<file path="src/design/vcrc_defines.svh">
// Purpose: Offsets, field positions, reset values and timing counts of the second channel register pair.
// Assumes: 32-bit APB data, byte addresses equal to the printed offsets.
// Notes: Definitions only.
`ifndef VCRC_DEFINES_SVH
`define VCRC_DEFINES_SVH

// ----------------------------------------------------------------------------
// Register offsets
// ----------------------------------------------------------------------------
`define VCRC_CAP_OFFSET 12'h15C
`define VCRC_CTRL_OFFSET 12'h160
`define VCRC_STAT_OFFSET 12'h164
`define VCRC_TBLW_OFFSET 12'h168

// ----------------------------------------------------------------------------
// Capability fields
// ----------------------------------------------------------------------------
`define VCRC_CAP_ARB_LSB 0
`define VCRC_CAP_ASO_BIT 14
`define VCRC_CAP_SNP_BIT 15
`define VCRC_CAP_SLOT_LSB 16
`define VCRC_CAP_TOFS_LSB 24
`define VCRC_CAP_ARB_RST 8'h19
`define VCRC_CAP_SLOT_RST 7'h7F
`define VCRC_CAP_TOFS_RST 8'h08

// ----------------------------------------------------------------------------
// Control and status fields
// ----------------------------------------------------------------------------
`define VCRC_CTRL_MAP_LSB 0
`define VCRC_CTRL_LOAD_BIT 16
`define VCRC_CTRL_SEL_LSB 17
`define VCRC_CTRL_ID_LSB 24
`define VCRC_CTRL_EN_BIT 31
`define VCRC_CTRL_MAP_RST 8'h00
`define VCRC_CTRL_ID_RST 3'h1
`define VCRC_STAT_PEND_BIT 16

// ----------------------------------------------------------------------------
// Timing
// ----------------------------------------------------------------------------
`define VCRC_LOAD_TIME_NS 320
`define VCRC_CLK_PERIOD_NS 20
`define VCRC_LOAD_CYCLES ((`VCRC_LOAD_TIME_NS + `VCRC_CLK_PERIOD_NS - 1) / `VCRC_CLK_PERIOD_NS)

`endif

</file>
<file path="src/design/vcrc_pkg.sv">
// Purpose: Types shared by the second channel register pair.
// Assumes: Nothing beyond the defines header.
// Notes: Holds types only.
package vcrc_pkg;

  typedef enum logic [2:0] {
    VCRC_ARB_FIXED = 3'h0,
    VCRC_ARB_WRR128 = 3'h3,
    VCRC_ARB_TWRR128 = 3'h4
  } vcrc_arb_e;

  typedef enum logic [1:0] {
    VCRC_LD_IDLE,
    VCRC_LD_BUSY
  } vcrc_load_e;

endpackage : vcrc_pkg

</file>
<file path="src/design/vcrc_sync.sv">
// Purpose: Three-stage synchroniser for a level from outside the clock domain.
// Assumes: Single clock pclk, asynchronous active-low reset.
// Notes: The output changes only once the second and third stages agree.
`timescale 1ns/10ps
module vcrc_sync (
  input wire logic pclk, // Clock.
  input wire logic presetn, // Asynchronous reset, active low.
  input wire logic async_in, // Level from another domain.
  output logic sync_out // Filtered level.
);
  logic s1_reg;
  logic s2_reg;
  logic s3_reg;
  logic out_reg;
  wire agree = (s2_reg == s3_reg);

  always_ff @(posedge pclk or negedge presetn) begin
    if (!presetn) begin
      s1_reg <= 1'b0;
      s2_reg <= 1'b0;
      s3_reg <= 1'b0;
      out_reg <= 1'b0;
    end else begin
      s1_reg <= async_in;
      s2_reg <= s1_reg;
      s3_reg <= s2_reg;
      if (agree) begin
        out_reg <= s3_reg;
      end
    end
  end

  assign sync_out = out_reg;
endmodule : vcrc_sync

</file>
<file path="src/design/vcrc_load_timer.sv">
// Purpose: Counts the time hardware needs to load the arbitration table.
// Assumes: start is a one-cycle pulse on pclk.
// Notes: A start while busy restarts the count.
`timescale 1ns/10ps
`include "vcrc_defines.svh"
module vcrc_load_timer #(
  parameter int CYCLES = `VCRC_LOAD_CYCLES
) (
  input wire logic pclk, // Clock.
  input wire logic presetn, // Asynchronous reset, active low.
  input wire logic start, // Begin a table load.
  output logic busy, // Load in progress.
  output logic done // One-cycle pulse when the load completes.
);
  localparam int CW = $clog2(CYCLES + 1);
  logic [CW-1:0] cnt_reg;
  logic done_reg;
  wire last = (cnt_reg == CW'(1));

  initial begin
    if (CYCLES < 1) begin
      $error("vcrc_load_timer: CYCLES must be at least one.");
    end
  end

  always_ff @(posedge pclk or negedge presetn) begin
    if (!presetn) begin
      cnt_reg <= '0;
      done_reg <= 1'b0;
    end else begin
      done_reg <= !start && last;
      if (start) begin
        cnt_reg <= CW'(CYCLES);
      end else if (cnt_reg != '0) begin
        cnt_reg <= cnt_reg - CW'(1);
      end
    end
  end

  assign busy = (cnt_reg != '0);
  assign done = done_reg;
endmodule : vcrc_load_timer

</file>
<file path="src/design/vcrc_regs.sv">
// Purpose: APB register pair for the second virtual channel resource: capability and control.
// Assumes: pclk at 50 MHz, presetn asynchronous active low, strap level from a pin.
// Notes: Zero wait states; unmapped addresses read zero and answer with pslverr.
//
// Overview of operation
// - Capability bits 7:0 read 19h when strapped, else 00h; read-only.
// - Arbiter offers fixed round robin, 128-phase weighted and time-based weighted schemes.
// - Capability bit 14 is read-only and always reads zero.
// - Capability bit 15 is read-only and always reads zero.
// - Bits 22:16 give time slots minus one: 7Fh strapped, else 00h; autoload overrides when strapped.
// - Bits 31:24 give table offset in 16-byte units: 08h strapped, else 00h.
// - Each map bit maps one traffic class here; resets 00h; autoload overrides.
// - Map bit 0 is read-only zero; writes to it do nothing.
// - Writing one to load bit applies the table; bit reads zero.
// - Select accepts 000b, 011b, 100b; other written values act as 000b.
// - Channel identifier is writable; resets 001b when strapped, else 000b.
// - Enable bit switches this channel on; writable only when strapped, resets to zero.
// - Control layout: map 7:0, load 16, select 19:17, id 26:24, enable 31.
// - Pending flag set by table writes, cleared when the table load completes.
//
// The APB register port was left to the implementer.
`timescale 1ns/10ps
`include "vcrc_defines.svh"
module vcrc_regs #(
  parameter int ADDR_W = 12,
  parameter int LOAD_CYCLES = `VCRC_LOAD_CYCLES
) (
  input wire logic pclk, // Core clock.
  input wire logic presetn, // Asynchronous reset, active low.
  input wire logic psel, // APB select.
  input wire logic penable, // APB access phase.
  input wire logic pwrite, // APB direction, high for write.
  input wire logic [ADDR_W-1:0] paddr, // APB byte address.
  input wire logic [31:0] pwdata, // APB write data.
  input wire logic [3:0] pstrb, // APB byte strobes.
  output logic [31:0] prdata, // APB read data.
  output logic pready, // APB ready.
  output logic pslverr, // APB error on unmapped address.
  input wire logic strap_present, // Strap level enabling the second channel.
  input wire logic autoload_valid, // Pulse: EEPROM autoload values valid.
  input wire logic [6:0] autoload_slots, // Autoloaded time-slot count minus one.
  input wire logic [7:0] autoload_map, // Autoloaded traffic class map.
  input wire logic table_write, // Pulse: an arbitration table entry was written.
  output logic [7:0] traffic_class_map, // Traffic classes mapped to this channel.
  output vcrc_pkg::vcrc_arb_e arb_scheme, // Effective arbitration scheme.
  output logic [2:0] channel_id, // Channel identifier.
  output logic channel_enable, // Channel enabled.
  output logic table_apply, // Pulse: apply programmed table.
  output logic table_loading, // Table load in progress.
  output logic table_pending // Table written but not yet loaded.
);

  // --------------------------------------------------------------------------
  // Elaboration checks
  // --------------------------------------------------------------------------
  initial begin
    if (ADDR_W < 9) begin
      $error("vcrc_regs: ADDR_W too small for the register offsets.");
    end
    if (LOAD_CYCLES < 1) begin
      $error("vcrc_regs: LOAD_CYCLES must be at least one.");
    end
  end

  // --------------------------------------------------------------------------
  // Strap capture
  // --------------------------------------------------------------------------
  logic strap_sync;
  logic strap_reg;
  logic strap_taken_reg;

  vcrc_sync u_strap_sync (
    .pclk(pclk),
    .presetn(presetn),
    .async_in(strap_present),
    .sync_out(strap_sync)
  );

  // The strap is caught once after reset so later pin glitches cannot change reset values.
  // The wait outlasts the synchroniser's four-edge latency, so the settled level is taken.
  logic [2:0] settle_reg;
  wire settle_done = (settle_reg == 3'h7);

  always_ff @(posedge pclk or negedge presetn) begin
    if (!presetn) begin
      settle_reg <= 2'h0;
      strap_reg <= 1'b0;
      strap_taken_reg <= 1'b0;
    end else begin
      if (!settle_done) begin
        settle_reg <= settle_reg + 3'h1;
      end
      if (settle_done && !strap_taken_reg) begin
        strap_reg <= strap_sync;
        strap_taken_reg <= 1'b1;
      end
    end
  end

  wire strap_capture = settle_done && !strap_taken_reg;

  // --------------------------------------------------------------------------
  // Bus decode
  // --------------------------------------------------------------------------
  wire [ADDR_W-1:0] cap_addr = ADDR_W'(`VCRC_CAP_OFFSET);
  wire [ADDR_W-1:0] ctrl_addr = ADDR_W'(`VCRC_CTRL_OFFSET);
  wire [ADDR_W-1:0] stat_addr = ADDR_W'(`VCRC_STAT_OFFSET);
  wire hit_cap = (paddr == cap_addr);
  wire hit_ctrl = (paddr == ctrl_addr);
  wire hit_stat = (paddr == stat_addr);
  wire hit_any = hit_cap || hit_ctrl || hit_stat;
  wire access = psel && penable;
  wire wr_ctrl = access && pwrite && hit_ctrl;
  wire wr_b0 = wr_ctrl && pstrb[0];
  wire wr_b2 = wr_ctrl && pstrb[2];
  wire wr_b3 = wr_ctrl && pstrb[3];
  wire [7:1] map_wr = pwdata[7:1];
  wire [7:1] amap_wr = autoload_map[7:1];
  wire [2:0] id_wr = pwdata[`VCRC_CTRL_ID_LSB +: 3];
  wire en_wr = pwdata[`VCRC_CTRL_EN_BIT];

  // --------------------------------------------------------------------------
  // Capability register
  // --------------------------------------------------------------------------
  logic [6:0] slots_reg;
  wire [7:0] cap_arb = strap_reg ? `VCRC_CAP_ARB_RST : 8'h00;
  wire [7:0] cap_tofs = strap_reg ? `VCRC_CAP_TOFS_RST : 8'h00;
  wire [31:0] cap_word = {cap_tofs, 1'b0, slots_reg, 1'b0, 1'b0, 6'h00, cap_arb};

  always_ff @(posedge pclk or negedge presetn) begin
    if (!presetn) begin
      slots_reg <= 7'h00;
    end else if (strap_capture) begin
      slots_reg <= strap_sync ? `VCRC_CAP_SLOT_RST : 7'h00;
    end else if (autoload_valid && strap_reg) begin
      slots_reg <= autoload_slots;
    end
  end

  // --------------------------------------------------------------------------
  // Control register
  // --------------------------------------------------------------------------
  logic [7:1] map_reg;
  logic [2:0] sel_reg;
  logic [2:0] id_reg;
  logic en_reg;
  wire [2:0] sel_wr = pwdata[`VCRC_CTRL_SEL_LSB +: 3];
  wire sel_legal = (sel_wr == 3'h0) || (sel_wr == 3'h3) || (sel_wr == 3'h4);
  wire [2:0] sel_next = sel_legal ? sel_wr : 3'h0;
  wire load_strobe = wr_b2 && pwdata[`VCRC_CTRL_LOAD_BIT];

  always_ff @(posedge pclk or negedge presetn) begin
    if (!presetn) begin
      map_reg <= 7'h00;
      sel_reg <= 3'h0;
      id_reg <= 3'h0;
      en_reg <= 1'b0;
    end else begin
      if (strap_capture) begin
        id_reg <= strap_sync ? `VCRC_CTRL_ID_RST : 3'h0;
      end else if (wr_b3) begin
        id_reg <= pwdata[`VCRC_CTRL_ID_LSB +: 3];
      end
      if (wr_b0) begin
        map_reg <= pwdata[7:1];
      end else if (autoload_valid) begin
        map_reg <= autoload_map[7:1];
      end
      if (wr_b2) begin
        sel_reg <= sel_next;
      end
      if (wr_b3) begin
        en_reg <= pwdata[`VCRC_CTRL_EN_BIT] && strap_reg;
      end
    end
  end

  wire [31:0] ctrl_word = {en_reg, 4'h0, id_reg, 4'h0, sel_reg, 1'b0, 8'h00, map_reg, 1'b0};

  // --------------------------------------------------------------------------
  // Table load and pending flag
  // --------------------------------------------------------------------------
  logic load_busy;
  logic load_done;
  logic pend_reg;

  vcrc_load_timer #(
    .CYCLES(LOAD_CYCLES)
  ) u_load_timer (
    .pclk(pclk),
    .presetn(presetn),
    .start(load_strobe),
    .busy(load_busy),
    .done(load_done)
  );

  // A table write in the same cycle as the load completion wins, so the new entry is not lost.
  always_ff @(posedge pclk or negedge presetn) begin
    if (!presetn) begin
      pend_reg <= 1'b0;
    end else if (table_write) begin
      pend_reg <= 1'b1;
    end else if (load_done) begin
      pend_reg <= 1'b0;
    end
  end

  wire [31:0] stat_word = {15'h0000, pend_reg, 16'h0000};

  // --------------------------------------------------------------------------
  // Read data
  // --------------------------------------------------------------------------
  logic [31:0] rdata_reg;
  wire [31:0] rdata_next = hit_cap ? cap_word : hit_ctrl ? ctrl_word : hit_stat ? stat_word : 32'h0000_0000;
  wire rd_take = psel && !penable && !pwrite;

  always_ff @(posedge pclk or negedge presetn) begin
    if (!presetn) begin
      rdata_reg <= 32'h0000_0000;
    end else if (rd_take) begin
      rdata_reg <= rdata_next;
    end
  end

  assign prdata = rdata_reg;
  assign pready = 1'b1;
  assign pslverr = access && !hit_any;

  // --------------------------------------------------------------------------
  // Outputs
  // --------------------------------------------------------------------------
  assign traffic_class_map = {map_reg, 1'b0};
  assign arb_scheme = vcrc_pkg::vcrc_arb_e'(sel_reg);
  assign channel_id = id_reg;
  assign channel_enable = en_reg;
  assign table_apply = load_strobe;
  assign table_loading = load_busy;
  assign table_pending = pend_reg;

  // --------------------------------------------------------------------------
  // Assertions
  // --------------------------------------------------------------------------
  // Cycles since the last load strobe, cleared by a table write. It lets the pending clear
  // be checked for any LOAD_CYCLES without a long repetition in a property.
  localparam int SINCE_W = $clog2(LOAD_CYCLES + 3);
  localparam logic [SINCE_W-1:0] SINCE_END = SINCE_W'(LOAD_CYCLES + 2);
  logic [SINCE_W-1:0] since_load_reg;

  always_ff @(posedge pclk or negedge presetn) begin
    if (!presetn) begin
      since_load_reg <= '0;
    end else if (load_strobe) begin
      since_load_reg <= SINCE_W'(1);
    end else if (table_write) begin
      since_load_reg <= '0;
    end else if (since_load_reg != '0 && since_load_reg != SINCE_END) begin
      since_load_reg <= since_load_reg + SINCE_W'(1);
    end
  end

  // Traffic class map: bit 0 is never set, and written or autoloaded bits land.
  a_map_bit0: assert property (@(posedge pclk) disable iff (!presetn)
    traffic_class_map[0] == 1'b0) else $error("Map bit 0 became set.");
  a_map_write: assert property (@(posedge pclk) disable iff (!presetn)
    wr_b0 |=> traffic_class_map[7:1] == $past(map_wr))
    else $error("Written map bits not stored.");
  a_map_load: assert property (@(posedge pclk) disable iff (!presetn)
    autoload_valid && !wr_b0 |=> traffic_class_map[7:1] == $past(amap_wr))
    else $error("Autoloaded map bits not stored.");

  // Load strobe: never read back, starts one load and lasts one cycle.
  a_load_reads_zero: assert property (@(posedge pclk) disable iff (!presetn)
    rd_take && hit_ctrl |=> prdata[`VCRC_CTRL_LOAD_BIT] == 1'b0) else $error("Load bit read as one.");
  a_load_busy: assert property (@(posedge pclk) disable iff (!presetn)
    load_strobe |=> table_loading)
    else $error("Table load did not start.");
  a_apply_pulse: assert property (@(posedge pclk) disable iff (!presetn)
    table_apply |=> !table_apply)
    else $error("Table apply lasted more than one cycle.");

  // Arbitration select: only legal codes are stored, and they hold between writes.
  a_sel_legal: assert property (@(posedge pclk) disable iff (!presetn)
    wr_b2 && !sel_legal |=> sel_reg == 3'h0) else $error("Illegal select was stored.");
  a_sel_store: assert property (@(posedge pclk) disable iff (!presetn)
    wr_b2 && sel_legal |=> sel_reg == $past(sel_wr)) else $error("Legal select not stored.");
  a_sel_hold: assert property (@(posedge pclk) disable iff (!presetn)
    !wr_b2 |=> $stable(sel_reg))
    else $error("Select changed without a write.");

  // Identifier and enable follow the strap and the bus.
  a_id_strap: assert property (@(posedge pclk) disable iff (!presetn)
    strap_capture && strap_sync |=> channel_id == `VCRC_CTRL_ID_RST)
    else $error("Strapped channel identifier wrong.");
  a_id_write: assert property (@(posedge pclk) disable iff (!presetn)
    wr_b3 && !strap_capture |=> channel_id == $past(id_wr))
    else $error("Written channel identifier not stored.");
  a_en_write: assert property (@(posedge pclk) disable iff (!presetn)
    wr_b3 && strap_reg |=> channel_enable == $past(en_wr))
    else $error("Written enable not stored.");
  a_enable_absent: assert property (@(posedge pclk) disable iff (!presetn)
    strap_taken_reg && !strap_reg |-> !channel_enable) else $error("Absent channel enabled.");

  // Capability word: fixed, strapped or absent, and never changed by a bus write.
  a_cap_fixed: assert property (@(posedge pclk) disable iff (!presetn)
    cap_word[15:8] == 8'h00 && cap_word[23] == 1'b0) else $error("Capability reserved bits set.");
  a_cap_strap: assert property (@(posedge pclk) disable iff (!presetn)
    strap_reg |-> cap_word[7:0] == 8'h19 && cap_word[31:24] == 8'h08) else $error("Strapped capability wrong.");
  a_cap_absent: assert property (@(posedge pclk) disable iff (!presetn)
    strap_taken_reg && !strap_reg |-> cap_word == 32'h0000_0000)
    else $error("Absent channel reports capabilities.");
  a_cap_ro: assert property (@(posedge pclk) disable iff (!presetn)
    access && pwrite && hit_cap && !autoload_valid && !strap_capture |=> $stable(cap_word))
    else $error("Capability changed by a bus write.");
  a_slots_strap: assert property (@(posedge pclk) disable iff (!presetn)
    strap_capture && strap_sync |=> slots_reg == `VCRC_CAP_SLOT_RST)
    else $error("Strapped time-slot count wrong.");
  a_slots_load: assert property (@(posedge pclk) disable iff (!presetn)
    autoload_valid && strap_reg && !strap_capture |=> slots_reg == $past(autoload_slots))
    else $error("Autoloaded time-slot count not stored.");

  // Pending flag: a table write sets it and a finished load clears it.
  a_pend_set: assert property (@(posedge pclk) disable iff (!presetn)
    table_write |=> pend_reg) else $error("Pending flag not set by table write.");
  a_pend_clear: assert property (@(posedge pclk) disable iff (!presetn)
    since_load_reg == SINCE_END |-> !pend_reg)
    else $error("Pending flag not cleared after load.");
  a_busy_end: assert property (@(posedge pclk) disable iff (!presetn)
    since_load_reg == SINCE_END |-> !table_loading)
    else $error("Table load did not finish in time.");

  // Reserved bits and unmapped addresses.
  a_ctrl_resv: assert property (@(posedge pclk) disable iff (!presetn)
    ctrl_word[15:8] == 8'h00 && ctrl_word[30:27] == 4'h0) else $error("Control reserved bits set.");
  a_stat_resv: assert property (@(posedge pclk) disable iff (!presetn)
    stat_word[31:17] == 15'h0000 && stat_word[15:0] == 16'h0000)
    else $error("Status reserved bits set.");
  a_err_unmapped: assert property (@(posedge pclk) disable iff (!presetn)
    access && !pwrite && !hit_any |-> pslverr && prdata == 32'h0000_0000)
    else $error("Unmapped read not refused.");
  a_err_mapped: assert property (@(posedge pclk) disable iff (!presetn)
    access && hit_any |-> !pslverr)
    else $error("Mapped access answered with an error.");

endmodule : vcrc_regs

</file>
<file path="config.mk">
export PLATFORM = sky130hd
export DESIGN_NAME = vcrc_regs
export DESIGN_NICKNAME = d
export VERILOG_FILES = /design/src/design/vcrc_pkg.sv /design/src/design/vcrc_sync.sv /design/src/design/vcrc_load_timer.sv /design/src/design/vcrc_regs.sv
export VERILOG_INCLUDE_DIRS = /design/src /design/src/design
export SDC_FILE = /design/constraint.sdc
export NUM_CORES = 1
export LEC_CHECK = 0
export BUFFER_PORTS_ARGS = -buffer_cell sky130_fd_sc_hd__buf_4
export CAP_MARGIN = 20
export CELL_PAD_IN_SITES_DETAIL_PLACEMENT = 0
export CELL_PAD_IN_SITES_GLOBAL_PLACEMENT = 2
export CORE_ASPECT_RATIO = 0.6
export CORE_MARGIN = 2
export CORE_UTILIZATION = 27
export DETAILED_ROUTE_END_ITERATION = 12
export PLACE_DENSITY = 0.75
export RECOVER_POWER = 50
export SLEW_MARGIN = 20
export SYNTH_ARGS = -nofsm -noshare
export SYNTH_HDL_FRONTEND = slang
export SYNTH_SLANG_ARGS = --single-unit
</file>
<file path="constraint.sdc">
create_clock -name pclk -period 2.3 [get_ports pclk]
set_input_delay 0 -clock pclk [delete_from_list [all_inputs] [get_ports pclk]]
set_output_delay 0 -clock pclk [all_outputs]
set_load 0.05 [all_outputs]
</file>
==> results_dict.tcl <==
set metrics [dict create \
    outcome "finished clean" \
    critPathMaxFanout 7 \
    post-place-ws_ns 0.471 \
    syn_avg_cell_area_sq_um 11.5 \
    peakVddDrop_mv 0.296 \
    clk_pin_slew_ns 0.07 \
    layout.nets 409 \
    synth_cell_types 43 \
    synthCells 226 \
    seq_power_share 0.464 \
    grt_use_total 0.128 \
    cts_tree "done" \
    end_kind "output pin" \
    start_kind "primary input" \
    finalSetupViolations 0 \
    leakage_nw 1.67 \
    async_reset_ff_frac 1.00 \
    total_power_mw 2.47 \
    p_sw_frac 0.304 \
    gp_congestion 0.703 \
    grt_max_degree 57 \
    final_cell_mix "56 x dfrtp_1, 56 x buf_4, 35 x nand2_1, 34 x clkbuf_1, 21 x dlygate4sd3_1" \
    cts_resized 0 \
    syn_area_sq_um 2600 \
    ys_warn_count 0 \
    clock_path_buffers 2 \
    p_int_mw 1.72 \
    ioPinCount 123 \
    setup_tns_ns 0 \
    antenna_found_initial 0 \
    max_cap_viol_count 0 \
    p_comb_frac 0.226 \
    cts_made_buffers 5 \
    final-max-slew-violation-count 0 \
    antennaDiodeCount 0 \
    dieArea_sq_um 10400 \
    vias 1990 \
    slew_headroom 0.0694 \
    fin_crit_ns 2.15 \
    ant_nets 0 \
    p_switching_mw 0.751 \
    syn_to_final_growth_pct 37.7 \
    finalClockSkew_ns 0.00632 \
    setup_ws_ns 0.146 \
    period_share 0.937 \
    cts_sinks 56 \
    hold_viol_final 0 \
    portBuffers 89 \
    ys_seq_elements 56 \
    dp_hpwl_mm 4.82 \
    cts_root_buf "clkbuf_16" \
    first_pass_iters 4 \
    synthFlopType "dfrtp_1" \
    cp_data_required_time_ns 2.30 \
    rows 27 \
    power_density_nw_per_um2 691 \
    worst_slew_pin_slew_ns 1.40 \
    coreArea_sq_um 9260 \
    overflow 0 \
    hold_path.class "in -> reg" \
    via_per_inst 4.28 \
    drive_above_1_share 0.281 \
    synth-edff-count 0 \
    wl_per_cell_um 13.9 \
    grt_pass1_wl_mm 10.2 \
    die_h_um 80.0 \
    drc 0 \
    rsz0062_at_grt "false" \
    worstPathArrival_ns 2.15 \
    insertion_delay_ns 0.30 \
    initial_core_util 0.280 \
    fp.dieW_um 131 \
    grt_pass1_vias 1965 \
    fmax_mhz 464 \
    synth-seq-area-share 0.540 \
    path_class "in -> out" \
    htreeDepth 2 \
    clock_power_share 0.310 \
    drt_iter0_drc 50 \
    largest_reg_flops 19 \
    routed_wl_mm 6.45 \
]
-- power by group through the flow --
stage	logic [mW]	registers (mW)	clock network [mW]
2_1_floorplan	0.324	1.22	0
3_3_place_gp	0.549	1.16	0
3_5_place_dp	0.553	1.17	0
4_1_cts	0.583	1.15	0.791
5_1_grt	0.626	1.16	0.837
6_report	0.559	1.14	0.766
-- synth_stat cells (3+ instances only) --
library cell  number  area (sq um)
inv_1              7          26.3
nor2_1            12          45.0
dfrtp_1           56          1400
nand2_1           35           131
clkbuf_1           5          18.8
a22oi_1            5          37.5
ha_1               4          50.1
buf_4             16           120
mux2i_1            4          40.0
a22o_1            12           105
xnor2_1            3          26.3
mux2_2            17           191
nor4_4             3          63.8
a31oi_1            7          43.8
nand3_1            3          15.0
-- worst max-delay path, stage by stage --
cell and delay, ns:
dlygate4sd3_1 0.54, buf_4 0.14, or4b_4 0.60, nor4_1 0.25
and3_1 0.35, buf_4 0.26
-- cell type report --
type / instances / area, sq um
clock buffers: 6 / 129
clock inverters: 2 / 16.3
fillers: 987 / 5680
inverters: 7 / 26.3
multi-input cells: 151 / 1050
flip-flops and latches: 56 / 1400
well taps: 130 / 163
repair buffers: 113 / 787
-- final timing paths --
kind	startpoint	to	slack [ns]	cells after the start
max	paddr[2]	table_apply	0.15	6
min	pwdata[24]	channel_id[0]$_DFFE_PN0P_	0.02	3
max reg2reg	settle_reg[0]$_DFFE_PN0P_	channel_id[0]$_DFFE_PN0P_	0.53	5
min reg2reg	u_strap_sync.s1_reg$_DFF_PN0_	u_strap_sync.s2_reg$_DFF_PN0_	0.36	0
max in group asynchronous	presetn	prdata[16]$_DFFE_PN0P_	0.90	2
min in group asynchronous	presetn	prdata[18]$_DFFE_PN0P_	0.56	2
-- routing by layer --
metal	global-route usage	up-vias	routed length, um
li1	-	976	-
met1	0.192	941	3370
met2	0.176	65	2600
met3	0.0422	8	431
met4	0.0319	0	57
met5	0	-	0
-- cells by family after synthesis --
logic type,Yosys count,share of synthesized area
AO/OA/AOI/OAI,31,0.0882
XOR/XNOR,3,0.0101
adder cells (fa/ha/maj),5,0.0231
flip-flops,56,0.540
other,2,0.00289
buffers and inverters,31,0.0718
AND/OR/NAND/NOR,76,0.171
multiplexers,22,0.0935
-- stage by stage --
| step | util | std cells | hold slack (ns) | instance area (sq um) |
|---|---|---|---|---|
| after floorplan | - | 238 | -0.296 | 2640 |
| after global placement | 0.362 | 436 | 0.110 | 3350 |
| after detailed placement | 0.362 | 436 | 0.111 | 3350 |
| after CTS | 0.400 | 465 | 0.0173 | 3700 |
| after global routing | 0.386 | 465 | 0.0379 | 3580 |
| final | 0.386 | 465 | 0.0212 | 3580 |
-- repair_timing --
item,in CTS,in global routing
endpoints found under the setup margin,0,0
hold buffers,21,0
endpoints found under the hold margin,76,0
setup buffers,0,0
Note: power is estimated with default switching activity, not from simulation.
